<file path="src/rtl/plc_pkg.sv">
// Package: constants and carrier types for the pulse-count current loader
package plc_pkg;

    // ****************************************
    // Timing
    // ****************************************
    localparam int unsigned CLK_PERIOD_PS = 5000;
    localparam int unsigned LATCH_TIMEOUT_NS = 500000;
    localparam int unsigned OFF_TIMEOUT_NS = 500000;
    // Longest times round down to whole cycles
    localparam int unsigned LATCH_CYCLES = (LATCH_TIMEOUT_NS * 1000) / CLK_PERIOD_PS;
    localparam int unsigned OFF_CYCLES = (OFF_TIMEOUT_NS * 1000) / CLK_PERIOD_PS;

    // ****************************************
    // Edge counts and addresses
    // ****************************************
    localparam logic [4:0] DATA_MIN_EDGES = 5'h01;
    localparam logic [4:0] DATA_MAX_EDGES = 5'h10;
    localparam logic [4:0] ADDR_BASE_EDGES = 5'h11;
    localparam logic [4:0] ADDR_LAST_EDGES = 5'h15;
    localparam logic [4:0] EDGE_SAT = 5'h1F;
    localparam logic [2:0] ADDR_BOTH = 3'h0;
    localparam logic [2:0] ADDR_BANK_ONE = 3'h1;
    localparam logic [2:0] ADDR_BANK_TWO = 3'h2;
    localparam logic [2:0] ADDR_FULL_SCALE = 3'h3;
    localparam logic [2:0] ADDR_LOW = 3'h4;
    localparam logic [2:0] ADDR_RESET = 3'h0;

    // ****************************************
    // Register indexes and values
    // ****************************************
    localparam int REG_BANK_ONE = 0;
    localparam int REG_BANK_TWO = 1;
    localparam int REG_FULL_SCALE = 2;
    localparam int REG_LOW = 3;
    localparam int NUM_REGS = 4;
    localparam logic [3:0] REG_RESET = 4'h0;
    localparam logic [3:0] CODE_NO_CURRENT = 4'h0;
    localparam logic [3:0] FS_18MA = 4'h1;
    localparam logic [3:0] FS_27MA = 4'h2;
    localparam logic [3:0] FS_14MA = 4'h3;
    localparam logic [3:0] FS_LOW = 4'h4;

    typedef enum logic [1:0] {
        PLC_SCALE_18 = 2'b00,
        PLC_SCALE_27 = 2'b01,
        PLC_SCALE_14 = 2'b10
    } plc_scale_t;

    typedef enum logic {
        PLC_OFF = 1'b0,
        PLC_ON = 1'b1
    } plc_state_t;

    typedef struct packed {
        logic [3:0] bank_one;
        logic [3:0] bank_two;
        logic [3:0] full_scale;
        logic [3:0] low_level;
    } plc_regs_t;

    typedef struct packed {
        logic low_mode;
        plc_scale_t scale;
        logic bank_one_on;
        logic bank_two_on;
        logic [3:0] bank_one_step;
        logic [3:0] bank_two_step;
        logic [1:0] low_step;
    } plc_sink_t;

    typedef struct packed {
        logic is_data;
        logic is_addr;
        logic [2:0] addr;
    } plc_kind_t;

endpackage

</file>
<file path="src/rtl/plc_pin_sync.sv">
// Two-stage synchroniser and rising-edge detector for the control pin
`timescale 1ns/1ps
module plc_pin_sync (
    input wire logic clock,  // System clock
    input wire logic rst,    // Async reset, active high
    input wire logic pin,    // Raw control pin
    output logic level,      // Synchronised pin level
    output logic rise        // One-cycle pulse on a rising edge
);
    logic [1:0] sync_ff;
    logic prev_ff;

    always_ff @(posedge clock or posedge rst) begin
        if (rst) begin
            sync_ff <= 2'h0;
        end else begin
            sync_ff <= {sync_ff[0], pin};
        end
    end

    always_ff @(posedge clock or posedge rst) begin
        if (rst) begin
            prev_ff <= 1'b0;
        end else begin
            prev_ff <= sync_ff[1];
        end
    end

    assign level = sync_ff[1];
    assign rise = sync_ff[1] & ~prev_ff;
endmodule

</file>
<file path="src/rtl/plc_sink_decode.sv">
// Maps the four stored registers to sink-bank enables, scale and steps
`timescale 1ns/1ps
module plc_sink_decode (
    input plc_pkg::plc_regs_t regs,   // Stored register contents
    output plc_pkg::plc_sink_t sink   // Decoded sink control
);
    import plc_pkg::*;

    logic [3:0] low_v;
    logic low;

    assign low = (regs.full_scale == FS_LOW);
    // Data 16 is stored as 0 and wraps to 15 here
    assign low_v = regs.low_level - 4'h1;

    always_comb begin
        sink = '0;
        case (regs.full_scale)
            FS_27MA: sink.scale = PLC_SCALE_27;
            FS_14MA: sink.scale = PLC_SCALE_14;
            default: sink.scale = PLC_SCALE_18;
        endcase
        sink.low_mode = low;
        if (low) begin
            sink.bank_one_on = low_v[3];
            sink.bank_two_on = low_v[2];
            sink.low_step = low_v[1:0];
        end else begin
            sink.bank_one_on = (regs.bank_one != CODE_NO_CURRENT);
            sink.bank_two_on = (regs.bank_two != CODE_NO_CURRENT);
            // A bank that is off shows step 0, so cleared registers give all-zero
            if (sink.bank_one_on) begin
                sink.bank_one_step = regs.bank_one - 4'h1;
            end
            if (sink.bank_two_on) begin
                sink.bank_two_step = regs.bank_two - 4'h1;
            end
        end
    end
endmodule

</file>
<file path="src/rtl/plc_loader.sv">
// Pulse-count control pin decoder that loads the sink current registers
`timescale 1ns/1ps
module plc_loader #(
    parameter int unsigned LATCH_CYCLES = plc_pkg::LATCH_CYCLES,
    parameter int unsigned OFF_CYCLES = plc_pkg::OFF_CYCLES
) (
    input wire logic clock,                // System clock, 200 MHz
    input wire logic rst,                  // Async reset, active high
    input wire logic ctrl_pin,             // Single-wire control pin
    output plc_pkg::plc_sink_t sink_ctrl,  // Registered sink control
    output logic active                    // Registered device-enabled flag
);
    import plc_pkg::*;

    localparam int LW = $clog2(LATCH_CYCLES + 1);
    localparam int OW = $clog2(OFF_CYCLES + 1);
    localparam logic [LW-1:0] LAT_LAST = LW'(LATCH_CYCLES - 1);
    localparam logic [OW-1:0] OFF_LAST = OW'(OFF_CYCLES - 1);

    // ****************************************
    // Decoding helpers
    // ****************************************
    function automatic plc_kind_t classify(input logic [4:0] n);
        plc_kind_t k;
        k.is_data = (n >= DATA_MIN_EDGES) && (n <= DATA_MAX_EDGES);
        k.is_addr = (n >= ADDR_BASE_EDGES) && (n <= ADDR_LAST_EDGES);
        k.addr = 3'(n - ADDR_BASE_EDGES);
        return k;
    endfunction

    function automatic logic hits(input logic [2:0] a, input int idx);
        logic h;
        h = 1'b0;
        case (a)
            ADDR_BOTH: h = (idx == REG_BANK_ONE) || (idx == REG_BANK_TWO);
            ADDR_BANK_ONE: h = (idx == REG_BANK_ONE);
            ADDR_BANK_TWO: h = (idx == REG_BANK_TWO);
            ADDR_FULL_SCALE: h = (idx == REG_FULL_SCALE);
            ADDR_LOW: h = (idx == REG_LOW);
            default: h = 1'b0;
        endcase
        return h;
    endfunction

    // ****************************************
    // Pin sampling
    // ****************************************
    logic pin_high;
    logic pin_rise;

    plc_pin_sync u_sync (
        .clock(clock),
        .rst(rst),
        .pin(ctrl_pin),
        .level(pin_high),
        .rise(pin_rise)
    );

    // ****************************************
    // State and timers
    // ****************************************
    plc_state_t state_ff;
    logic [4:0] edge_cnt_ff;
    logic [LW-1:0] hi_cnt_ff;
    logic [OW-1:0] lo_cnt_ff;
    logic [2:0] addr_ff;
    logic [3:0] reg_ff [NUM_REGS];
    plc_sink_t sink_ff;
    plc_regs_t regs;
    plc_sink_t nxt_sink;
    plc_kind_t kind;
    logic latch_now;
    logic off_now;

    assign kind = classify(edge_cnt_ff);
    assign latch_now = pin_high && !pin_rise && (edge_cnt_ff != 5'h00)
        && (hi_cnt_ff == LAT_LAST);
    assign off_now = !pin_high && (lo_cnt_ff == OFF_LAST) && (state_ff == PLC_ON);

    always_ff @(posedge clock or posedge rst) begin
        if (rst) begin
            state_ff <= PLC_OFF;
        end else begin
            case (state_ff)
                PLC_OFF: begin
                    if (pin_rise) begin
                        state_ff <= PLC_ON;
                    end
                end
                PLC_ON: begin
                    if (off_now) begin
                        state_ff <= PLC_OFF;
                    end
                end
                default: state_ff <= PLC_OFF;
            endcase
        end
    end

    always_ff @(posedge clock or posedge rst) begin
        if (rst) begin
            edge_cnt_ff <= 5'h00;
        end else if (latch_now || off_now) begin
            edge_cnt_ff <= 5'h00;
        end else if (pin_rise && edge_cnt_ff != EDGE_SAT) begin
            edge_cnt_ff <= edge_cnt_ff + 5'h01;
        end
    end

    always_ff @(posedge clock or posedge rst) begin
        if (rst) begin
            hi_cnt_ff <= '0;
        end else if (!pin_high || pin_rise || latch_now) begin
            hi_cnt_ff <= '0;
        end else if (edge_cnt_ff != 5'h00) begin
            hi_cnt_ff <= hi_cnt_ff + LW'(1);
        end
    end

    always_ff @(posedge clock or posedge rst) begin
        if (rst) begin
            lo_cnt_ff <= '0;
        end else if (pin_high) begin
            lo_cnt_ff <= '0;
        end else if (lo_cnt_ff != OFF_LAST) begin
            lo_cnt_ff <= lo_cnt_ff + OW'(1);
        end
    end

    // ****************************************
    // Address and data registers
    // ****************************************
    always_ff @(posedge clock or posedge rst) begin
        if (rst) begin
            addr_ff <= ADDR_RESET;
        end else if (off_now) begin
            addr_ff <= ADDR_RESET;
        end else if (latch_now && kind.is_addr) begin
            addr_ff <= kind.addr;
        end
    end

    generate
        for (genvar i = 0; i < NUM_REGS; i++) begin : g_reg
            always_ff @(posedge clock or posedge rst) begin
                if (rst) begin
                    reg_ff[i] <= REG_RESET;
                end else if (off_now) begin
                    reg_ff[i] <= REG_RESET;
                end else if (latch_now && kind.is_data && hits(addr_ff, i)) begin
                    reg_ff[i] <= edge_cnt_ff[3:0];
                end
            end
        end
    endgenerate

    // ****************************************
    // Sink control output
    // ****************************************
    assign regs.bank_one = reg_ff[REG_BANK_ONE];
    assign regs.bank_two = reg_ff[REG_BANK_TWO];
    assign regs.full_scale = reg_ff[REG_FULL_SCALE];
    assign regs.low_level = reg_ff[REG_LOW];

    plc_sink_decode u_decode (
        .regs(regs),
        .sink(nxt_sink)
    );

    always_ff @(posedge clock or posedge rst) begin
        if (rst) begin
            sink_ff <= '0;
        end else begin
            sink_ff <= nxt_sink;
        end
    end

    assign sink_ctrl = sink_ff;
    assign active = (state_ff == PLC_ON);

    logic [3:0] low_v;
    assign low_v = reg_ff[REG_LOW] - 4'h1;
endmodule

</file>
<file path="config.mk">
export PLATFORM = sky130hd
export DESIGN_NAME = plc_loader
export DESIGN_NICKNAME = d
export VERILOG_FILES = /design/src/rtl/plc_pkg.sv /design/src/rtl/plc_pin_sync.sv /design/src/rtl/plc_sink_decode.sv /design/src/rtl/plc_loader.sv
export SDC_FILE = /design/constraint.sdc
export NUM_CORES = 1
export LEC_CHECK = 0
export BUFFER_PORTS_ARGS = -buffer_cell sky130_fd_sc_hd__buf_2
export CAP_MARGIN = 5
export CORE_ASPECT_RATIO = 1.25
export CORE_MARGIN = 5
export CORE_UTILIZATION = 55
export CTS_BUF_LIST = sky130_fd_sc_hd__clkbuf_4
export CTS_CLUSTER_DIAMETER = 30
export CTS_CLUSTER_SIZE = 8
export DETAILED_ROUTE_END_ITERATION = 7
export PLACE_DENSITY = 0.74
export SLEW_MARGIN = 20
export SYNTH_ARGS = -nofsm -noshare
export SYNTH_HDL_FRONTEND = slang
export SYNTH_SLANG_ARGS = --single-unit
export TNS_END_PERCENT = 5
</file>
<file path="constraint.sdc">
create_clock -name clock -period 3.1 [get_ports clock]
set_clock_uncertainty 0.05 [all_clocks]
set_input_delay 0.62 -clock clock [delete_from_list [all_inputs] [get_ports clock]]
set_output_delay 0.62 -clock clock [all_outputs]
set_load 0.005 [all_outputs]
</file>
Word-level counts from Yosys, hierarchy flattened. Index checks and enable logic that the tools add are counted.

Output and inout bits: 16. Input bits: 3. Bits in registers: 77. Logic and storage cells: 109.

Add/subtract/negate cells: 7. Bitwise operators: 3. Mux-type cells: 33. Equality and inequality tests: 11. Reductions and logical operators: 33. Order comparisons: 4.

Operators by type and width (number): two-way mux 17 bit (4); two-way mux 4 bit (10); adder 17 x 1 -> 17 bit, second input constant (2); equality test 17 bit, second input constant (2); != test 17 bit, second input constant (1); nonzero test 2 bit (8); logical AND 1 bit (14); subtractor 4 x 1 -> 4 bit, second input constant (3); less-or-equal comparator 5 bit, second input constant (2); two-way mux 1 bit (10); two-way mux 5 bit (2); equality test 4 x 2 -> 1 bit, second input constant (2); two-way mux 8 bit (1); nonzero test 4 bit (2); equality test 3 x 2 -> 1 bit, second input constant (2); two-way mux 3 bit (2); adder 5 x 1 -> 5 bit, second input constant (1); greater-or-equal comparator 5 x 1 -> 1 bit, second input constant (1); greater-or-equal comparator 5 bit, second input constant (1); != test 5 bit, second input constant (1); nonzero test 5 bit (1); equality test 4 x 3 -> 1 bit, second input constant (1); two-way mux 2 bit (2); one-hot mux 2 bit (2 select lines) (1); 10 further kinds (15).

Depth between registers and ports, before layout. Gate-level depths: netlist of run 1.

Word-level depth: 10. Depth in mapped cells: 8. Depth with buffers taken out: 7.

By module. Synthesis of run 1 repeated with hierarchy kept, for this count alone.

Cells, all modules: 381. Area, all modules: 3935.0 sq um.

By module, submodules not included: plc_loader (sequential area each 1851.8 sq um, area an instance 3549.7 sq um, cells each 332, instances 1); plc_sink_decode (sequential area each 0.0 sq um, area an instance 292.8 sq um, cells each 44, instances 1); plc_pin_sync (sequential area each 75.1 sq um, area an instance 92.6 sq um, cells each 5, instances 1).

Worst setup path before layout of run 1. No wires, ideal clock.

Path kind: register to register. Start point: register edge_cnt_ff[0]. End point: register reg_ff[3] in the netlist's numbering. Setup time: 0.080 ns. Data required time: 2.970 ns. Buffers on the path: 1. Path slack: 1.130 ns. Arrival: 1.840 ns. Period minus slack after synthesis: 1.970 ns. Stages on the path, launching flop included: 8. Cell sequence: dfrtp_1 inv_1 ha_1 or3b_1 a22oi_4 and4_1 buf_6 mux2i_1.

Word-level cells in the longest chain between the ends: 6. Elaborated cells on any way between the ends: 9. Classes of those cells: order compare: 2; reduce/logical: 7.

RTL lines: start: declaration (line plc_loader.sv:63) `logic [4:0] edge_cnt_ff;`; start signal: assignment (line plc_loader.sv:106) `edge_cnt_ff <= edge_cnt_ff + 5'h01;`; parallel branches: the longest is 3 deep, another holds greater-or-equal comparator 5 x 1 -> 1 bit; logical AND 1 bit (*) (2 in a row) (line plc_loader.sv:150) `end else if (latch_now && kind.is_data && hits(addr_ff, i)) begin`; nonzero test 2 bit (no line) (*); end signal: indexed assignment (line plc_loader.sv:151) `reg_ff[i] <= edge_cnt_ff[3:0];`; end: declaration (line plc_loader.sv:67) `logic [3:0] reg_ff [NUM_REGS];`.

Every way passes the cells marked *. A chain may end at the register's enable or synchronous reset.

Worst setup path after layout of run 1.
Start point: register edge_cnt_ff[0]. End point: register hi_cnt_ff[8].

Word-level cells in the longest chain between the ends: 5. Elaborated cells on any way between the ends: 6. Classes of those cells: mux: 1; reduce/logical: 5.

RTL lines: nonzero test 5 bit (*) (line plc_loader.sv:76, plc_loader.sv:115); logical AND 1 bit (line plc_loader.sv:76) `assign latch_now = pin_high && !pin_rise && (edge_cnt_ff != 5'h00)`; logical AND 1 bit (line plc_loader.sv:77) `&& (hi_cnt_ff == LAT_LAST);`; logical OR 1 bit (line plc_loader.sv:113) `end else if (!pin_high || pin_rise || latch_now) begin`; two-way mux 17 bit or nonzero test 2 bit (tied branches); end signal: assignment (line plc_loader.sv:116) `hi_cnt_ff <= hi_cnt_ff + LW'(1);`; end: declaration (line plc_loader.sv:64) `logic [LW-1:0] hi_cnt_ff;`.

Mark *: on every way between the ends. The rest lies on a longest branch, timed or not.

==> results.toml, run 1 <==
[floorplanning]
die_y_um = 105
core_area_um2 = 7020
io_pins = 19
dieArea_um2 = 9070
die_width_um = 86.2
num_rows = 34
initial_core_util = 0.569

[global_routing]
antenna_found_initial = 0
first_global_vias = 3022
grt_first_pass_wirelength_mm = 14.0
grt.total_usage = 0.190
grt_max_degree = 43
overflow = 0

[clock_network]
clockBufferDepth = 2
clk_latency_ns = 0.42
cts.root.buffer_cell = "clkbuf_4"
clock-sinks = 77
ctsHoldBuffers = 0
cts_tree = "built"
htree_levels = 3
path_clk_slew_ns = 0.12
cts_buffers = 9
cts_resized = 0
postCtsSetupRepairBufs = 0

[sta]
hold_slack_ns = 0.263
fmaxAchievable_ghz = 0.428
relSlewSlack = 0.486
timing.final.ws_setup_ns = 0.763
period_minus_slack_ns = 2.34
slew_viol_final = 0
tightest_slew_ns = 0.770
rsz0062_at_grt = "no"
fin_crit_sh = 0.754
setup_viol_count_final = 0
finalSetupTns_ns = 0
hold_violations = 0

[synthesis]
synth_top_area_frac = 0.483
async_flop_share = 1.00
synth_edf_count = 0
yosysMostFrequentCell = "dfrtp_1"
syn_inst = 383
synth_top_area_cell = "dfrtp_1"
synth_cell_types = 55
synth_flop_cell = "dfrtp_1"
synthTopCellsByArea = "dfrtp_1 (48%), mux2i_1 (4.5%), nor2_1 (4.3%), o21ai_0 (3.9%), xnor2_1 (3.7%)"
synth_nets = 397
syn_area_um2 = 3990
seq_area_frac_synth = 0.483
ys_seq_elements = 77
syn_avg_cell_area_um2 = 10.4
yosys-top-cells-count = "dfrtp_1 (77), nor2_1 (46), o21ai_0 (31), nand2_1 (20), mux2i_1 (18)"
yosys_warnings = 0

[route]
post-route-drc-count = 0
dr.pass1.iters = 4
drt_iter0_markers = 150
vias = 2928
ant_nets = 0
wl_per_cell_um = 15.9
vias_per_cell = 5.92
drt-total-wl_mm = 7.88

[final_layout]
multiInputGateArea_um2 = 1920
nFillCells = 586
drive_above_1_share = 0.146
ff_latch_area_um2 = 1930
antennaDiodeCount = 0
fin_nets = 416
syn_to_final_growth_pct = 6.83
instances_no_fill = 495

[critical_path]
required_ns = 3.33
worstSetupStartpointType = "register"
crit_path_end_kind = "register"
worstPathArrival_ns = 2.57
path_class = "reg2reg"
reg2reg_slack_ns = 0.76
crit_path_max_fanout = 15

[worst_hold_path]
hold_class = "in2reg"

[pwr]
vdd_drop_max_mv = 0.211
switching_share = 0.311
p_per_area_nw_per_um2 = 480
internal_power_uw = 1410
seqPwrFrac = 0.559
p_leak_uw = 0.00193
comb_power_share = 0.163
switching_power_uw = 636
pwr-share-clk = 0.278

[place]
portBuffers = 18
placedCellCount = 481
post-place-ws_ns = 0.758
dp_hpwl_mm = 5.61
gp_congestion = 0.809

[run]
cap_violations = 0

[status]
outcome = "finished, final reports clean"
[power groups by stage]
stage / sequential [uW] / clock [uW] / combinational, uW
final: 1140 / 568 / 334
after CTS: 1140 / 581 / 336
after global placement: 1160 / 0 / 320
after detailed placement: 1160 / 0 / 335
after global routing: 1150 / 625 / 379
after floorplan: 1120 / 0 / 306
[cell families after synthesis]
logic type                 synth area share
and+or+nand+nor                       0.239
DFF                                   0.483
AOI/OAI and AO/OA                     0.100
xor gates and xnor gates             0.0549
muxes                                0.0536
adders and majority gates            0.0345
buffers and inverters                0.0357
[flip-flops by register name, indices dropped and copies added (netlist names)]
register        flops
addr_ff             3
u_sync.prev_ff      1
sink_ctrl          15
edge_cnt_ff         5
reg_ff             16
u_sync.sync_ff      2
hi_cnt_ff          17
lo_cnt_ff          17
active              1
[layout by cell type, fill, tap and decap left out, types with 2 or more instances in the layout]
| master | synthesis | final |
|---|---|---|
| nand4_1 | 10 | 10 |
| buf_4 | 0 | 3 |
| and2_1 | 2 | 2 |
| nor2b_1 | 3 | 3 |
| nand3_1 | 11 | 11 |
| buf_2 | 3 | 18 |
| nor3b_1 | 2 | 2 |
| nor2_1 | 46 | 46 |
| inv_1 | 13 | 12 |
| a31oi_1 | 2 | 2 |
| or4_1 | 4 | 4 |
| nand4_2 | 3 | 3 |
| nor4_1 | 6 | 6 |
| nor4b_1 | 3 | 3 |
| nand3b_1 | 2 | 2 |
| dfrtp_1 | 77 | 77 |
| and4b_1 | 4 | 4 |
| o21ai_0 | 31 | 31 |
| xnor2_1 | 17 | 17 |
| mux2i_1 | 18 | 18 |
| a21oi_1 | 16 | 16 |
| xor2_1 | 8 | 8 |
| mux2_2 | 3 | 3 |
| nand2_1 | 20 | 20 |
| or3_1 | 8 | 8 |
| clkbuf_4 | 0 | 9 |
| ha_1 | 11 | 11 |
| a21oi_2 | 4 | 4 |
| nor3_1 | 8 | 8 |
| clkinvlp_4 | 0 | 2 |
| and4_1 | 7 | 7 |
| o31ai_1 | 4 | 4 |
| nand2b_1 | 4 | 4 |
[worst max-delay path, cell delays in order, from the launching register on]
cell	delay, ns
dfrtp_1	0.53
inv_1	0.10
ha_1	0.26
or4b_1	0.40
nand2_4	0.10
o311ai_4	0.65
nor2_1	0.11
[metal layers]
metal / GRT usage / wire (um) / vias to the layer above
met3: 0.0242 / 195 / 18
li1: - / - / 1407
met1: 0.231 / 3460 / 1460
met4: 0.0902 / 205 / 0
met2: 0.331 / 4030 / 43
met5: 0 / 0 / -
[path summary, 6_finish.rpt]
check / from / to / cells past startpoint
min in group asynchronous: rst / sink_ctrl[0] / 2
max reg2reg: edge_cnt_ff[0] / hi_cnt_ff[8] / 6
min: ctrl_pin / u_sync.sync_ff[0] / 1
max: edge_cnt_ff[0] / hi_cnt_ff[8] / 6
min reg2reg: u_sync.sync_ff[0] / u_sync.sync_ff[1] / 0
max in group asynchronous: rst / u_sync.sync_ff[0] / 3
[final cells by class]
type	count	area share
flip-flops and latches	77	0.452
inverters	13	0.0114
multi-input cells	279	0.451
clock buffers	9	0.0158
well taps	90	0.0264
repair buffers	22	0.0311
clock inverters	5	0.0126
[metrics by stage]
stage | area, um2 | power (uW) | utilization
final | 4260 | 2050 | 0.607
after global placement | 4140 | 1480 | 0.590
after global routing | 4260 | 2160 | 0.607
after CTS | 4260 | 2060 | 0.607
after floorplan | 3990 | 1420 | -
after detailed placement | 4140 | 1490 | 0.590
Note: power is estimated with default switching activity, not from simulation.
==> inputs of run 2 (changes only) <==
Settings changed: ABC_AREA set to 1.
Clock period 3.1 ns to 2.4 ns, I/O delays scaled along.
==> run 2 against run 1 <==
Net effect: combinational power is 37% higher; critical endpoint is now hi_cnt_ff[10]; largest cell class unchanged; total power is 36% higher; die area increased by 2.0%; highest routed layer unchanged; global-route usage is 0.46 points lower; critical path type unchanged; worst hold slack got worse by 0.15 ns.
==> results.toml, run 2 <==
[global_routing]
grt.total_usage = 0.186
overflow = 0
grt_first_pass_wirelength_mm = 13.8
grtUsageMet1 = 0.216
first_global_vias = 3305
grtUsageMet3 = 0.0388
grt-busiest-layer = "met2"
met2_usage = 0.314
antenna_found_initial = 0
grt_max_degree = 61

[status]
outcome = "finished, final reports clean"

[clock_network]
htree_levels = 3
clk_latency_ns = 0.43
cts_tree = "built"
cts_resized = 0
path_clk_slew_ns = 0.12
cts.root.buffer_cell = "clkbuf_4"
clockBufferDepth = 2
cts_buffers = 9
clock-sinks = 77

[place]
dp_hpwl_mm = 5.84
portBuffers = 18
placedCellCount = 628
placed_area_um2 = 4280
gp_congestion = 0.883

[final_layout]
nFillCells = 649
ff_latch_area_um2 = 1930
multiInputGateArea_um2 = 1830
fin_nets = 562
final_area_um2 = 4450
antennaDiodeCount = 0
layout_common_cells = "nand2_1 (119), nor2_1 (90), dfrtp_1 (77), inv_1 (71), nand3_1 (45)"
instances_no_fill = 645
layout_commonest_cell = "nand2_1"
drive_above_1_share = 0.108
syn_to_final_growth_pct = 9.14
reg_top3 = "hi_cnt_ff: 17 flops, lo_cnt_ff: 17 flops, reg_ff: 16 flops"
final_util = 0.609

[floorplanning]
io_pins = 19
core_area_um2 = 7310
dieArea_um2 = 9250
die_y_um = 106
initial_core_util = 0.558
die_width_um = 87.0
num_rows = 35

[sta]
setup_viol_count_final = 0
fmaxAchievable_ghz = 0.503
rsz0062_at_grt = "no"
hold_violations = 0
finalSetupTns_ns = 0
relSlewSlack = 0.614
hold_slack_ns = 0.113
period_minus_slack_ns = 1.99
fin_crit_sh = 0.828
slew_viol_final = 0
tightest_slew_ns = 0.573

[critical_path]
path_cells = "inv_1, ha_1, nand3_4, nand2_4, inv_2, nand2_2, nand2_2, inv_1, nand2_1, nor2_1"
required_ns = 2.71
cpMaxStageDelayCell = "dfrtp_1"
path_class = "reg2reg"
crit_buf_inv = 3
worstSetupStartpointType = "register"
crit_path_end_kind = "register"
crit_path_max_fanout = 16
crit_family = "simple AND/OR/NAND/NOR gates"
cpPeakStageDelay_ns = 0.46
worstPathArrival_ns = 2.29

[synthesis]
synth_top_area_cell = "dfrtp_1"
yosys-top-cells-count = "nand2_1 (119), nor2_1 (90), dfrtp_1 (77), inv_1 (72), nand3_1 (45)"
synth_flop_cell = "dfrtp_1"
syn_avg_cell_area_um2 = 7.82
synth_cell_types = 30
ys_seq_elements = 77
yosysMostFrequentCell = "nand2_1"
synth_top_area_frac = 0.472
synth_edf_count = 0
yosys_warnings = 0
synth_nets = 536
async_flop_share = 1.00
syn_inst = 522
seq_area_frac_synth = 0.472
syn_area_um2 = 4080
synthTopCellsByArea = "dfrtp_1 (47%), nand2_1 (11%), nor2_1 (8.3%), inv_1 (6.6%), nand3_1 (5.5%)"

[route]
vias_per_cell = 5.13
ant_nets = 0
drt_iter0_markers = 243
post-route-drc-count = 0
drt-total-wl_mm = 7.71
dr.pass1.iters = 4
wl_per_cell_um = 12.0
vias = 3307

[pwr]
vdd_drop_max_mv = 0.368
p_leak_uw = 0.00222
p_per_area_nw_per_um2 = 627

[run]
cap_violations = 0

[worst_hold_path]
hold_class = "in2reg"
-- run 2: cell count changes after synthesis, sizes merged, moves of 10 or more --
cell,previous run,this run
nand3,11,47
xnor2,17,7
o21ai,31,16
nand2,21,125
inv,13,76
nor2,46,97
mux2i,18,0
-- run 2: layout make-up --
cell class                      count  area share
Inverter                           76      0.0649
Multi-Input combinational cell    363       0.410
Clock buffer                        9      0.0152
Sequential cell                    77       0.433
Tap cell                           92      0.0258
Clock inverter                      7      0.0225
Timing Repair Buffer               21      0.0287
-- run 2: cell families (layout without fill, tap and decap cells) --
logic type / after synthesis / count (layout) / synth area share
AOI/OAI and AO/OA: 33 / 33 / 0.0432
xor gates and xnor gates: 17 / 17 / 0.0365
adders and majority gates: 11 / 11 / 0.0337
buffers and inverters: 82 / 113 / 0.0800
DFF: 77 / 77 / 0.472
and+or+nand+nor: 302 / 302 / 0.334
-- run 2: path summary, 6_finish.rpt --
kind | slack (ns) | end | cells past startpoint | from
setup / recovery | 0.41 | hi_cnt_ff[10] | 10 | edge_cnt_ff[0]
max in group asynchronous | 1.13 | reg_ff[9] | 4 | rst
setup reg to reg | 0.41 | hi_cnt_ff[10] | 10 | edge_cnt_ff[0]
min in group asynchronous | 0.53 | reg_ff[14] | 3 | rst
hold reg to reg | 0.31 | u_sync.sync_ff[1] | 0 | u_sync.sync_ff[0]
hold / removal | 0.11 | u_sync.sync_ff[0] | 1 | ctrl_pin
-- run 2: per-stage QoR --
step | worst slack, ns | power [uW]
6_report | 0.413 | 2790
3_5_place_dp | 0.400 | 1930
2_1_floorplan | 0.761 | 1830
3_3_place_gp | 0.531 | 1910
5_1_grt | 0.176 | 2960
4_1_cts | 0.397 | 2830
-- run 2: routing by layer --
layer	vias up	wire length [um]
met1	1530	3390
li1	1689	-
met5	-	0
met4	0	202
met3	19	309
met2	69	3810
-- run 2: timing repair --
action / 4_1_cts / 5_1_grt
endpoints found under the hold margin: 17 / 0
hold buffers: 1 / 0
buffers inserted: 0 / 0
-- run 2: report_power, final --
group,total [uW],switching [uW],internal (uW),leakage (uW)
Combinational,457,311,146,0.00109
Sequential,1440,84.5,1350,0.00105
Clock,894,469,425,0.0000784
Total,2790,865,1930,0.00222
